**src/hw/autoneg_regs_pkg.sv**
```systemverilog
/*
 * constants for the partner ability, expansion and transmit page registers.
 * assumes a 5-bit management register address and 16-bit data.
 */
package autoneg_regs_pkg;
	localparam logic [4:0] ADDR_PARTNER_ABILITY = 5'h05;
	localparam logic [4:0] ADDR_NEG_EXPANSION = 5'h06;
	localparam logic [4:0] ADDR_NEXT_PAGE_TX = 5'h07;
	localparam int BIT_MORE_PAGES = 15;
	localparam int BIT_ACK = 14;
	localparam int BIT_FAR_FAULT = 13;
	localparam int BIT_MSG_PAGE = 13;
	localparam int BIT_ACK2 = 12;
	localparam int BIT_TOGGLE = 11;
	localparam int BIT_PAUSE = 10;
	localparam int TECH_HI = 9;
	localparam int TECH_LO = 5;
	localparam int SEL_HI = 4;
	localparam int CODE_HI = 10;
	localparam int EXP_PD_FAULT = 4;
	localparam int EXP_PARTNER_NP = 3;
	localparam int EXP_LOCAL_NP = 2;
	localparam int EXP_PAGE_RX = 1;
	localparam int EXP_PARTNER_AN = 0;
	localparam logic [15:0] ABILITY_RESET = 16'h0000;
	localparam logic [15:0] EXPANSION_RESET = 16'h0004;
	localparam logic [15:0] NEXT_PAGE_TX_RESET = 16'h2001;
	localparam logic [15:0] NEXT_PAGE_TX_WMASK = 16'hB7FF;
endpackage

```
**src/hw/autoneg_partner_page_regs.sv**
```systemverilog
/*
 * partner ability, negotiation expansion and next page transmit registers of one port.
 * assumes the negotiation engine drives single-cycle pulses on the same clock,
 * and a management port with one-cycle read and write strobes.
 */
// Overview of operation
// RULE1: software trusts partner abilities only after negotiation complete reads 1.
// RULE2: ability bit 15 shows partner has more pages to send.
// RULE3: ability bit 14 shows the partner acknowledge bit.
// RULE4: ability bit 13 copies partner far fault; no other action.
// RULE5: ability bit 10 shows partner pause capability.
// RULE6: ability bits 9:5 show partner technologies, cleared on restart or reset.
// RULE7: ability bits 4:0 hold partner selector, cleared on restart or reset.
// RULE8: expansion bit 4 latches parallel detection fault, clears on read or reset.
// RULE9: expansion bit 3 always equals ability bit 15.
// RULE10: expansion bit 2 always reads 1.
// RULE11: expansion bit 1 latches page received until read or reset.
// RULE12: expansion bit 0 latches once partner is known to negotiate.
// RULE13: transmit page bit 15 writable, resets 0, marks more pages.
// RULE14: transmit page bit 13 writable, resets 1, marks message page.
// RULE15: transmit page bit 12 writable, resets 0, compliance flag.
// RULE16: transmit page bit 11 read-only, inverse of last sent toggle.
// RULE17: transmit page bits 10:0 writable code field, reset to 1.
// RULE18: unformatted pages may carry any 11-bit code.
// RULE19: software writes reserved bits with defaults and ignores them on read.
// RULE20: negotiation complete reads 1 only once the registers are valid.
// RULE21: expansion read returns latched flags, then clears them; new events survive.
`timescale 1ns/10ps
module autoneg_partner_page_regs
	import autoneg_regs_pkg::*;
(
	input wire logic clock_i,
	input wire logic sys_rst_i,
	input wire logic [4:0] reg_addr_i,
	input wire logic reg_wr_i,
	input wire logic reg_rd_i,
	input wire logic [15:0] reg_wdata_i,
	output logic [15:0] reg_rdata_o,
	output logic reg_rvalid_o,
	input wire logic neg_restart_i,
	input wire logic base_page_rx_i,
	input wire logic [15:0] partner_word_i,
	input wire logic page_rx_i,
	input wire logic partner_neg_able_i,
	input wire logic pd_fault_i,
	input wire logic neg_done_i,
	input wire logic page_sent_i,
	input wire logic sent_toggle_i,
	output logic [15:0] next_page_tx_o,
	output logic neg_complete_o
);
	logic [15:0] partner_ability;
	logic [15:0] next_page_transmit;
	logic pd_fault_flag;
	logic page_rx_flag;
	logic partner_an_flag;
	logic tx_toggle;
	logic exp_read;
	logic [15:0] expansion_view;
	logic [15:0] next_rdata;
	// received page, field by field
	logic partner_more_pages;
	logic partner_ack_flag;
	logic partner_far_fault;
	logic partner_pause_cap;
	logic [4:0] partner_tech;
	logic [4:0] partner_selector;
	// written transmit page fields; bits 14 and 11 are never stored
	logic tx_more_pages;
	logic tx_msg_page;
	logic tx_comply;
	logic [10:0] tx_code;
	logic sel_expansion;
	logic sel_tx;
	logic ability_load;
	logic tx_write;
	logic [15:0] next_tx_word;

	// decodes for the expansion and transmit page registers only: expansion gates the read clear, transmit page the write path
	assign sel_expansion = (reg_addr_i == ADDR_NEG_EXPANSION);
	assign sel_tx = (reg_addr_i == ADDR_NEXT_PAGE_TX);
	assign exp_read = reg_rd_i && sel_expansion;
	assign ability_load = base_page_rx_i || page_rx_i;
	assign tx_write = reg_wr_i && sel_tx;

	// each field reloads from whichever page was just accepted; restart empties them
	always_ff @(posedge clock_i) begin
		if (sys_rst_i) begin
			partner_more_pages <= ABILITY_RESET[BIT_MORE_PAGES];
		end else if (neg_restart_i) begin
			partner_more_pages <= ABILITY_RESET[BIT_MORE_PAGES];
		end else if (ability_load) begin
			partner_more_pages <= partner_word_i[BIT_MORE_PAGES]; // [RULE2]
		end
	end

	always_ff @(posedge clock_i) begin
		if (sys_rst_i) begin
			partner_ack_flag <= ABILITY_RESET[BIT_ACK];
		end else if (neg_restart_i) begin
			partner_ack_flag <= ABILITY_RESET[BIT_ACK];
		end else if (ability_load) begin
			partner_ack_flag <= partner_word_i[BIT_ACK]; // [RULE3]
		end
	end

	always_ff @(posedge clock_i) begin
		if (sys_rst_i) begin
			partner_far_fault <= ABILITY_RESET[BIT_FAR_FAULT];
		end else if (neg_restart_i) begin
			partner_far_fault <= ABILITY_RESET[BIT_FAR_FAULT];
		end else if (ability_load) begin
			partner_far_fault <= partner_word_i[BIT_FAR_FAULT]; // [RULE4]
		end
	end

	always_ff @(posedge clock_i) begin
		if (sys_rst_i) begin
			partner_pause_cap <= ABILITY_RESET[BIT_PAUSE];
		end else if (neg_restart_i) begin
			partner_pause_cap <= ABILITY_RESET[BIT_PAUSE];
		end else if (ability_load) begin
			partner_pause_cap <= partner_word_i[BIT_PAUSE]; // [RULE5]
		end
	end

	always_ff @(posedge clock_i) begin
		if (sys_rst_i) begin
			partner_tech <= ABILITY_RESET[TECH_HI:TECH_LO];
		end else if (neg_restart_i) begin
			partner_tech <= ABILITY_RESET[TECH_HI:TECH_LO]; // [RULE6]
		end else if (ability_load) begin
			partner_tech <= partner_word_i[TECH_HI:TECH_LO]; // [RULE6]
		end
	end

	always_ff @(posedge clock_i) begin
		if (sys_rst_i) begin
			partner_selector <= ABILITY_RESET[SEL_HI:0];
		end else if (neg_restart_i) begin
			partner_selector <= ABILITY_RESET[SEL_HI:0]; // [RULE7]
		end else if (ability_load) begin
			partner_selector <= partner_word_i[SEL_HI:0]; // [RULE7]
		end
	end

	// reserved bits 12:11 always read zero
	assign partner_ability = {partner_more_pages, partner_ack_flag, partner_far_fault, ABILITY_RESET[12:11],
		partner_pause_cap, partner_tech, partner_selector};

	// set beats the clear of a read in the same cycle, so no event is lost
	always_ff @(posedge clock_i) begin
		if (sys_rst_i) begin
			pd_fault_flag <= 1'b0;
		end else if (pd_fault_i) begin
			pd_fault_flag <= 1'b1; // [RULE8]
		end else if (exp_read) begin
			pd_fault_flag <= 1'b0; // [RULE21]
		end
	end

	always_ff @(posedge clock_i) begin
		if (sys_rst_i) begin
			page_rx_flag <= 1'b0;
		end else if (page_rx_i) begin
			// a page landing in a read cycle stays flagged for the next read
			page_rx_flag <= 1'b1; // [RULE11]
		end else if (exp_read) begin
			page_rx_flag <= 1'b0; // [RULE21]
		end
	end

	// restart also forgets partner capability: nothing exchanged yet
	always_ff @(posedge clock_i) begin
		if (sys_rst_i) begin
			partner_an_flag <= 1'b0;
		end else if (partner_neg_able_i) begin
			partner_an_flag <= 1'b1; // [RULE12]
		end else if (neg_restart_i) begin
			partner_an_flag <= 1'b0; // [RULE12]
		end else if (exp_read) begin
			partner_an_flag <= 1'b0; // [RULE21]
		end
	end

	always_comb begin
		// bit 2 is constant: the local side always offers extra pages
		expansion_view = 16'h0000;
		expansion_view[EXP_PD_FAULT] = pd_fault_flag;
		expansion_view[EXP_PARTNER_NP] = partner_ability[BIT_MORE_PAGES]; // [RULE9]
		expansion_view[EXP_LOCAL_NP] = EXPANSION_RESET[EXP_LOCAL_NP]; // [RULE10]
		expansion_view[EXP_PAGE_RX] = page_rx_flag;
		expansion_view[EXP_PARTNER_AN] = partner_an_flag;
	end

	// reserved bit 14 is held at zero whatever is written
	always_ff @(posedge clock_i) begin
		if (sys_rst_i) begin
			tx_more_pages <= NEXT_PAGE_TX_RESET[BIT_MORE_PAGES]; // [RULE13]
		end else if (tx_write) begin
			tx_more_pages <= reg_wdata_i[BIT_MORE_PAGES]; // [RULE13]
		end
	end

	always_ff @(posedge clock_i) begin
		if (sys_rst_i) begin
			tx_msg_page <= NEXT_PAGE_TX_RESET[BIT_MSG_PAGE]; // [RULE14]
		end else if (tx_write) begin
			tx_msg_page <= reg_wdata_i[BIT_MSG_PAGE]; // [RULE14]
		end
	end

	always_ff @(posedge clock_i) begin
		if (sys_rst_i) begin
			tx_comply <= NEXT_PAGE_TX_RESET[BIT_ACK2]; // [RULE15]
		end else if (tx_write) begin
			tx_comply <= reg_wdata_i[BIT_ACK2]; // [RULE15]
		end
	end

	// any code value is taken, formatted or not
	always_ff @(posedge clock_i) begin
		if (sys_rst_i) begin
			tx_code <= NEXT_PAGE_TX_RESET[CODE_HI:0]; // [RULE17]
		end else if (tx_write) begin
			tx_code <= reg_wdata_i[CODE_HI:0]; // [RULE17] [RULE18]
		end
	end

	assign next_page_transmit = {tx_more_pages, NEXT_PAGE_TX_RESET[14], tx_msg_page, tx_comply,
		1'h0, tx_code}; // [RULE19]

	always_ff @(posedge clock_i) begin
		// restart puts the toggle back to zero so a new exchange begins in step
		if (sys_rst_i) begin
			tx_toggle <= 1'b0;
		end else if (neg_restart_i) begin
			tx_toggle <= 1'b0;
		end else if (page_sent_i) begin
			tx_toggle <= ~sent_toggle_i; // [RULE16]
		end
	end

	// toggle is not stored in the written image, so it is merged here for both readers
	always_comb begin
		next_tx_word = next_page_transmit;
		next_tx_word[BIT_TOGGLE] = tx_toggle; // [RULE16]
	end

	always_comb begin
		next_rdata = 16'h0000;
		case (reg_addr_i)
			ADDR_PARTNER_ABILITY: begin
				next_rdata = partner_ability;
			end
			ADDR_NEG_EXPANSION: begin
				next_rdata = expansion_view; // [RULE21]
			end
			ADDR_NEXT_PAGE_TX: begin
				next_rdata = next_tx_word; // [RULE16]
			end
			default: begin
				next_rdata = 16'h0000;
			end
		endcase
	end

	// one pulse per read strobe, even back to back
	always_ff @(posedge clock_i) begin
		if (sys_rst_i) begin
			reg_rvalid_o <= 1'b0;
		end else begin
			reg_rvalid_o <= reg_rd_i;
		end
	end

	always_ff @(posedge clock_i) begin
		if (sys_rst_i) begin
			reg_rdata_o <= 16'h0000;
		end else if (reg_rd_i) begin
			reg_rdata_o <= next_rdata;
		end
	end

	always_ff @(posedge clock_i) begin
		if (sys_rst_i) begin
			next_page_tx_o <= NEXT_PAGE_TX_RESET;
		end else begin
			next_page_tx_o <= next_tx_word;
		end
	end

	// registers are written before done, so complete lags their contents by a cycle
	always_ff @(posedge clock_i) begin
		if (sys_rst_i) begin
			neg_complete_o <= 1'b0;
		end else if (neg_restart_i) begin
			neg_complete_o <= 1'b0;
		end else if (neg_done_i) begin
			neg_complete_o <= 1'b1; // [RULE20] [RULE1]
		end
	end
endmodule

```
**config.mk**
```make
export PLATFORM = sky130hd
export DESIGN_NAME = autoneg_partner_page_regs
export DESIGN_NICKNAME = d
export VERILOG_FILES = /design/src/hw/autoneg_regs_pkg.sv /design/src/hw/autoneg_partner_page_regs.sv
export SDC_FILE = /design/constraint.sdc
export NUM_CORES = 1
export LEC_CHECK = 0
export BUFFER_PORTS_ARGS = -buffer_cell sky130_fd_sc_hd__buf_2
export CAP_MARGIN = 30
export CORE_MARGIN = 3
export CORE_UTILIZATION = 45
export CTS_CLUSTER_DIAMETER = 120
export CTS_CLUSTER_SIZE = 10
export DETAILED_ROUTE_END_ITERATION = 7
export PLACE_DENSITY = 0.75
export SLEW_MARGIN = 20
export SYNTH_ARGS = -nofsm -noshare
export SYNTH_HDL_FRONTEND = slang
export SYNTH_SLANG_ARGS = --single-unit
```
**constraint.sdc**
```tcl
create_clock -name clock_i -period 1 [get_ports clock_i]
set_clock_uncertainty 0.1 [all_clocks]
set_input_delay 0.05 -clock clock_i [delete_from_list [all_inputs] [get_ports clock_i]]
set_output_delay 0.05 -clock clock_i [all_outputs]
set_load 0.05 [all_outputs]
```
# --- After elaboration in Yosys (flattened, before gate mapping) ---
# Index checks and enable logic that the tools add are counted.
totals:
  ff_bits: 66
  wordCells: 36
  in_bits: 49
classes:
  n_eq_ne: 3
  reduce_logical: 7
  n_mux: 6
  bitwise_logic: 1
ops:
  columns: ["cell", "n"]
  rows:
  - ["$pmux W16 S3", 1]
  - ["$eq A5 B3 Y1 const B", 3]
  - ["$mux W1", 5]
  - ["$reduce_bool A2 Y1", 2]
  - ["$reduce_bool A3 Y1", 1]
  - ["$logic_and A1 B1 Y1", 2]
  - ["$reduce_or A2 Y1", 1]
  - ["$logic_or A1 B1 Y1", 1]
  - ["$not A1 Y1", 1]

# --- Logic depth before layout (Yosys ltp) ---
# Gate-level depths: netlist of run 1.
logic_depth:
  word_depth: 5
  depth_mapped: 6
  ltp_nobuf: 3

# --- Worst setup path before layout of run 1 ---
# Ideal clock, no wire load.
synth_timing:
  path_type: "input-to-reg"
  from: "input port reg_addr_i[1]"
  to: "register tx_code[0]"
  cell_stages: 5
  path_buffers: 2
  setup_time_ns: 0.120
  arrival_ns: 0.842
  setup_slack_ns: -0.061
  cell_sequence: "buf_6 -> and3_4 -> buf_6 -> and3_1 -> a211o_1"
synth_between:
  elab_chain_len: 2
synth_lines:
  columns: ["element", "line", "text"]
  rows:
  - ["start: declaration", "autoneg_partner_page_regs.sv:34", "input wire logic [4:0] reg_addr_i,"]
  - ["$eq A5 B3 Y1", "autoneg_partner_page_regs.sv:81", "assign sel_tx = (reg_addr_i == ADDR_NEXT_PAGE_TX);"]
  - ["$logic_and A1 B1 Y1", "autoneg_partner_page_regs.sv:84", "assign tx_write = reg_wr_i && sel_tx;"]
  - ["end signal: assignment", "autoneg_partner_page_regs.sv:224", "tx_code <= NEXT_PAGE_TX_RESET[CODE_HI:0];"]
  - ["end signal: assignment", "autoneg_partner_page_regs.sv:226", "tx_code <= reg_wdata_i[CODE_HI:0];"]
  - ["end: declaration", "autoneg_partner_page_regs.sv:72", "logic [10:0] tx_code;"]
# No other way between the ends.
# A chain may end at the register's enable or synchronous reset.

# --- Worst setup path after layout of run 1 ---
layout_timing:
  from: "register tx_code[9]"
  to: "register reg_rdata_o[9]"
layout_between:
  elab_chain_len: 1
layout_lines:
  columns: ["element", "line", "text"]
  rows:
  - ["$pmux W16 S3", "autoneg_partner_page_regs.sv:252", "case (reg_addr_i)"]
  - ["end signal: assignment", "autoneg_partner_page_regs.sv:281", "reg_rdata_o <= next_rdata;"]
  - ["end: declaration", "autoneg_partner_page_regs.sv:38", "output logic [15:0] reg_rdata_o,"]
# No other way between the ends.

==> metrics.txt, run 1 <==
synth warn=0; CP Data Required Time=1.12 ns; iteration count of the initial detailed-routing pass=5; Switching Share=23.2%; fraction of synthesis flops using an asynchronous set or reset pin=0%; Port Buffers=77; area taken by flip-flops and latches=around 1400 um2; PD cells=1350 nW/um2; final weighted congestion in routability-driven placement=between 0.8 and 0.9; maximum number of pins on one net before global-route repair=24; number of instances in the synthesized netlist=around 270; total routing resource utilization after global routing=approximately 22%; worst setup path startpoint=tx_code[9]$_SDFFE_PP0P_; vias in the first global route=roughly 2400; number of diodes=0; Placeable Area=~5200 um2; HPWL after DPL=4320 um; smallest hold slack=-0.0408 ns; fillcell total=344; violations in the final reports=hold timing, setup timing; post-synth top area cell=dfxtp_1; layout overhead on the synthesized area=59.0%; count of pins on the block boundary=83; largest fanout of any net on the critical path=2; portion of synthesized cell area occupied by the leading cell type=51.9%; Clock Tree Buf Depth=2; final non-filler cell area=about 4000 um2; syn_area_per_cell=9.22 um2; run status=finished, violations left; Post-synth EDFFs=0; number of antenna violations at the first check in global routing=0; hold endpoint=partner_an_flag$_SDFFE_PP0P_; sequential element share of the synthesized area=between 50% and 60%; portion of the clock cycle consumed by the worst path in the final layout=110%; utilization after layout=76.1%; Initial Utilization=around 48%; area used by multi-input combinational logic=1100 um2; fmax=907 MHz; Yosys reg bits=65; crit end category=flop; clock network power share=39.0%; post-layout worst setup margin=-0.102 ns; most frequently used flop master after synthesis=dfxtp_1; DP Area=3030 um2; number of cells traversed by the worst register-to-register path=3; launch instance of the worst register-to-register path=tx_code[9]$_SDFFE_PP0P_; Post-Layout Cell Count=472; Syn Nets=321; Seq pwr share=49.6%; Total Negative Setup Slacks=-0.412 ns; worst path arrival time=1.22 ns; CTS Hold Bufs=36; internal cell power=4.14 mW; area enclosed by the die boundary=6500 um2; Setup CP Type=flop to flop; Critical Path Source Type=flop; Chip Height=~81 um; CTS H-Tree Depth=3; PnR Total Power=about 5.4 mW; cell leakage power=approximately 1.7 nW; vias per cell=5.13; hold wc startpoint=neg_restart_i; Combinational Power Share=11.4%; final-report setup violation count=9; final critical path time including I/O delays and setup=~1.1 ns; top post-synthesis cells by area=dfxtp_1, a21oi_1, nand2_1; RR Endpoint=reg_rdata_o[9]$_SDFFE_PP0P_; number of rows created at floorplan=26; area of the mapped netlist=approximately 2500 um2; setup slack of the most critical reg-to-reg path=-0.10 ns; layout cells sized above 1=a little under half; setup repair after global routing missed its margin=true; aggregate routed wire length=6960 um; hold path cells=4; gr ovfl total=0; max-cap violations=0; CTS Buf Count=9; Clock Sink Count=65; number of placed instances with taps included=415; first-pass GRT wire length=10800 um; DRC errors left=0; number of nets still failing antenna checks after routing=0; hold violation count in the final report=4; CTS Root Cell=clkbuf_8; clock tree from TritonCTS=done; number of slew-limit violations in the final report=0; die boundary width=80.6 um; worst-skew pair later-pin latency=0.34 ns; count of distinct cell types in the synthesized netlist=30; worst min-delay path class=input pin to flop; post-DR wirelength/cell=14.7 um; IR Drop Worst-Case VDD=between 1000 and 1500 uV; drt initial violations=around 110; clock-pin slew on the worst setup and hold paths=0.06 ns; total number of nets in the final design=448; switching power total=1.25 mW; vias=2420
==> power by group through the flow <==
| stage | Combinational, mW | Sequential [mW] | Clock [mW] |
|---|---|---|---|
| 5_1_grt | 0.663 | 2.67 | 2.24 |
| 6_report | 0.613 | 2.67 | 2.10 |
| 4_1_cts | 0.579 | 2.66 | 2.13 |
| 2_1_floorplan | 0.245 | 2.74 | 0 |
| 3_5_place_dp | 0.457 | 2.72 | 0 |
| 3_3_place_gp | 0.451 | 2.72 | 0 |
==> what timing repair did <==
action | CTS | global route
endpoints found under the hold margin | 36 | 2
pin swaps | 6 | 4
resized for setup | 85 | 48
endpoints found under the setup margin | 42 | 43
setup buffers | 3 | 4
==> layout by cell type (no fill, tap or decap), types with 4 or more instances in the layout <==
| master | count |
|---|---|
| buf_8 | 15 |
| nand4b_1 | 6 |
| o21ai_0 | 15 |
| nand3_1 | 16 |
| dfxtp_2 | 43 |
| a31oi_1 | 5 |
| nor2b_1 | 14 |
| mux2_2 | 7 |
| mux2_4 | 5 |
| buf_6 | 18 |
| nor2_1 | 13 |
| nand2_1 | 37 |
| a21oi_1 | 32 |
| dfxtp_1 | 22 |
| or2_2 | 4 |
| clkbuf_8 | 10 |
| dlygate4sd3_1 | 36 |
| a32oi_1 | 5 |
| buf_4 | 24 |
| buf_2 | 44 |
==> Yosys cell counts (5+ instances only) <==
cell type,instances
nand4b_1,6
buf_6,6
o21ai_0,15
nor2_1,13
a21oi_1,32
clkbuf_1,10
a32oi_1,8
nor2b_1,14
dfxtp_1,65
nand2_1,37
mux2_2,12
nand3_1,18
a31oi_1,5
==> routing by layer <==
layer  wire length (um)  track usage, %  vias up
met1               2800            25.3     1130
met5                  0               0        -
met3                506            8.97        9
met4                 97            5.24        0
met2               3550            37.7       92
li1                   -               -     1189
==> state kept, by name (all words and copies together) (netlist names), 5 cells and up <==
name / cells
partner_tech: 5
tx_code: 11
reg_rdata_o: 16
partner_selector: 5
next_page_tx_o: 15
==> stage by stage <==
step | hold WS, ns | worst slack, ns
floorplan | 0.0446 | -0.0336
global placement | 0.135 | -0.136
detailed placement | 0.139 | -0.232
CTS | -0.0600 | -0.0513
global route | -0.0332 | -0.120
finish | -0.0408 | -0.102
==> kinds of logic after synthesis <==
| family | count (synthesis) | share of synthesized area (%) |
|---|---|---|
| AO/OA/AOI/OAI | 63 | 14.4 |
| other | 1 | 0.150 |
| buffers and inverters | 28 | 6.79 |
| flip-flops | 65 | 51.9 |
| AND/OR/NAND/NOR | 103 | 21.4 |
| multiplexers | 12 | 5.39 |
==> layout make-up <==
| cell class | instances | area share [%] |
|---|---|---|
| tap | 70 | 2.20 |
| inverter | 4 | 0.377 |
| timing repair buffer | 140 | 31.3 |
| clock inverter | 4 | 1.13 |
| multi-input combinational | 179 | 27.5 |
| sequential | 65 | 34.0 |
| clock buffer | 10 | 3.45 |
==> how the worst max path moves through the flow <==
stage / cells past startpoint / slack [ns] / endpoint
3_3_place_gp: 4 / -0.14 / tx_msg_page$_SDFFE_PP1P_
3_5_place_dp: 4 / -0.23 / partner_an_flag$_SDFFE_PP0P_
6_report: 3 / -0.10 / reg_rdata_o[9]$_SDFFE_PP0P_
2_1_floorplan: 4 / -0.03 / tx_code[5]$_SDFFE_PP0P_
5_1_grt: 3 / -0.12 / reg_rdata_o[8]$_SDFFE_PP0P_
4_1_cts: 3 / -0.05 / reg_rdata_o[7]$_SDFFE_PP0P_
==> worst max-delay path, cell delays in order, from the launching register on <==
cell and delay (ns):
dfxtp_2 0.33, mux2_4 0.25, a32oi_1 0.22, nor2_1 0.08
(Power assumes the default switching activity.)
==> run 2: changes to the inputs <==
- PLACE_DENSITY: 0.75 -> default
- PLACE_DENSITY_LB_ADDON: default -> 0.1
==> metrics.txt, run 2 (synthesized netlist as in run 1, its figures left out) <==
hold path cells=4; HPWL after DPL=4200 um; crit end category=flop; area enclosed by the die boundary=6500 um2; layout cells sized above 1=44.8%; cells traversed along the worst timing path=mux2_2, a32oi_1, nor2_1; DRC errors left=0; CTS Buf Count=9; slowest stage cell, crit path=dfxtp_1; run status=finished, violations left; IR Drop Worst-Case VDD=about 850 uV; number of rows created at floorplan=26; total routing resource utilization after global routing=between 20% and 30%; largest fanout of any net on the critical path=3; number of antenna violations at the first check in global routing=0; Largest register FFs=16; worst path arrival time=1.18 ns; hold violation count in the final report=2; fillcell total=358; CTS Root Cell=clkbuf_8; biggest registers after layout=reg_rdata_o: 16 flops, next_page_tx_o: 15 flops, tx_code: 11 flops; Top delay family on crit path=flip-flops; sum of buffers and inverters on the critical path=0; Critical Path Source Type=flop; drt initial violations=118; final non-filler cell area=3920 um2; Crit path largest cell delay=0.33 ns; total number of nets in the final design=440; first-pass GRT wire length=about 11000 um; iteration count of the initial detailed-routing pass=4; setup repair after global routing missed its margin=true; utilization after layout=74.9%; worst setup slack after placement=-0.201 ns; die boundary width=80.6 um; number of cells traversed by the worst register-to-register path=3; DP Area=3010 um2; Placeable Area=5240 um2; PD cells=1370 nW/um2; gr ovfl total=0; clock tree from TritonCTS=done; area used by multi-input combinational logic=between 1000 and 1500 um2; vias in the first global route=2160; vias=around 2400; number of diodes=0; CTS Hold Bufs=36; number of nets still failing antenna checks after routing=0; CP Data Required Time=approximately 1.1 ns; area taken by flip-flops and latches=about 1400 um2; vias per cell=5.06; clock-pin slew on the worst setup and hold paths=about 0.07 ns; final-report setup violation count=10; register with the highest flop count=reg_rdata_o; final weighted congestion in routability-driven placement=between 0.8 and 0.9; Chip Height=80.6 um; portion of the clock cycle consumed by the worst path in the final layout=105%; violations in the final reports=hold timing, setup timing; layout overhead on the synthesized area=56.5%; CTS H-Tree Depth=3; setup slack of the most critical reg-to-reg path=-0.05 ns; final critical path time including I/O delays and setup=1.05 ns; hold endpoint=partner_an_flag$_SDFFE_PP0P_; post-DR wirelength/cell=between 10 and 15 um; Port Buffers=77; count of pins on the block boundary=between 80 and 90; number of slew-limit violations in the final report=0; Clock Sink Count=65; worst-skew pair later-pin latency=between 0.3 and 0.4 ns; RR Endpoint=reg_rdata_o[5]$_SDFFE_PP0P_; worst min-delay path class=input pin to flop; most frequent cells in the layout=buf_2, dfxtp_2, nand2_1; maximum number of pins on one net before global-route repair=40; Clock Tree Buf Depth=2; Initial Utilization=47.9%; fmax=953 MHz; smallest hold slack=-0.103 ns; aggregate routed wire length=between 6000 and 7000 um; post-layout worst setup margin=-0.0491 ns; cell leakage power=1.62 nW; Setup CP Type=flop to flop; max-cap violations=0; launch instance of the worst register-to-register path=tx_code[5]$_SDFFE_PP0P_; leading cell type in the layout, fill and taps excluded=buf_2; hold wc startpoint=neg_restart_i
[run 2: metal layers]
layer / share of wire (%) / vias to the layer above / global-route usage [%]
met4: 2.0 / 0 / 9.80
met1: 46 / 1091 / 28.4
li1: - / 1180 / -
met2: 46 / 72 / 32.0
met3: 5.4 / 11 / 5.72
met5: 0 / - / 0
[run 2: worst max path at each step]
stage / start / to / cells after the start / slack (ns)
after floorplan: reg_addr_i[4] / tx_code[5]$_SDFFE_PP0P_ / 4 / -0.03
after global placement: reg_addr_i[4] / page_rx_flag$_SDFFE_PP0P_ / 4 / -0.15
after detailed placement: reg_addr_i[4] / reg_rdata_o[2]$_SDFFE_PP0P_ / 5 / -0.20
after CTS: tx_code[8]$_SDFFE_PP0P_ / reg_rdata_o[8]$_SDFFE_PP0P_ / 3 / -0.04
after global routing: tx_code[8]$_SDFFE_PP0P_ / reg_rdata_o[8]$_SDFFE_PP0P_ / 3 / -0.09
final: tx_code[5]$_SDFFE_PP0P_ / reg_rdata_o[5]$_SDFFE_PP0P_ / 3 / -0.05
[run 2: report_power, final]
| part | internal [mW] | leakage [nW] | total (mW) | switching [mW] |
|---|---|---|---|---|
| combinational | 0.309 | 0.984 | 0.592 | 0.283 |
| sequential | 2.64 | 0.544 | 2.67 | 0.0295 |
| clock | 1.12 | 0.0909 | 2.14 | 1.01 |
| total | 4.07 | 1.62 | 5.39 | 1.33 |
[run 2: metrics by stage]
| step | setup TNS, ns | cells | power, mW |
|---|---|---|---|
| 3_5_place_dp | -4.66 | 411 | 3.18 |
| 4_1_cts | -0.189 | 463 | 5.39 |
| 5_1_grt | -0.716 | 465 | 5.58 |
| 2_1_floorplan | -0.286 | 272 | 2.99 |
| 3_3_place_gp | -4.22 | 411 | 3.17 |
| 6_report | -0.221 | 465 | 5.39 |
[run 2: repair_timing]
action / CTS / global route
setup endpoints to repair: 42 / 44
endpoints found under the hold margin: 35 / 2
pin swaps: 2 / 7
buffers inserted: 1 / 3
gates resized for setup: 87 / 43
[run 2: worst min-delay path, cell delays in order]
cell and delay, ns:
buf_2 0.08, nor2b_1 0.04, o21ai_0 0.06, a21oi_1 0.06
[run 2: cell type report]
cell class	count	share of cell area [%]
Sequential cell	65	34.5
Timing Repair Buffer	132	30.6
Multi-Input combinational cell	179	27.6
Clock buffer	9	3.16
Tap cell	70	2.23
Clock inverter	6	1.53
Inverter	4	0.383
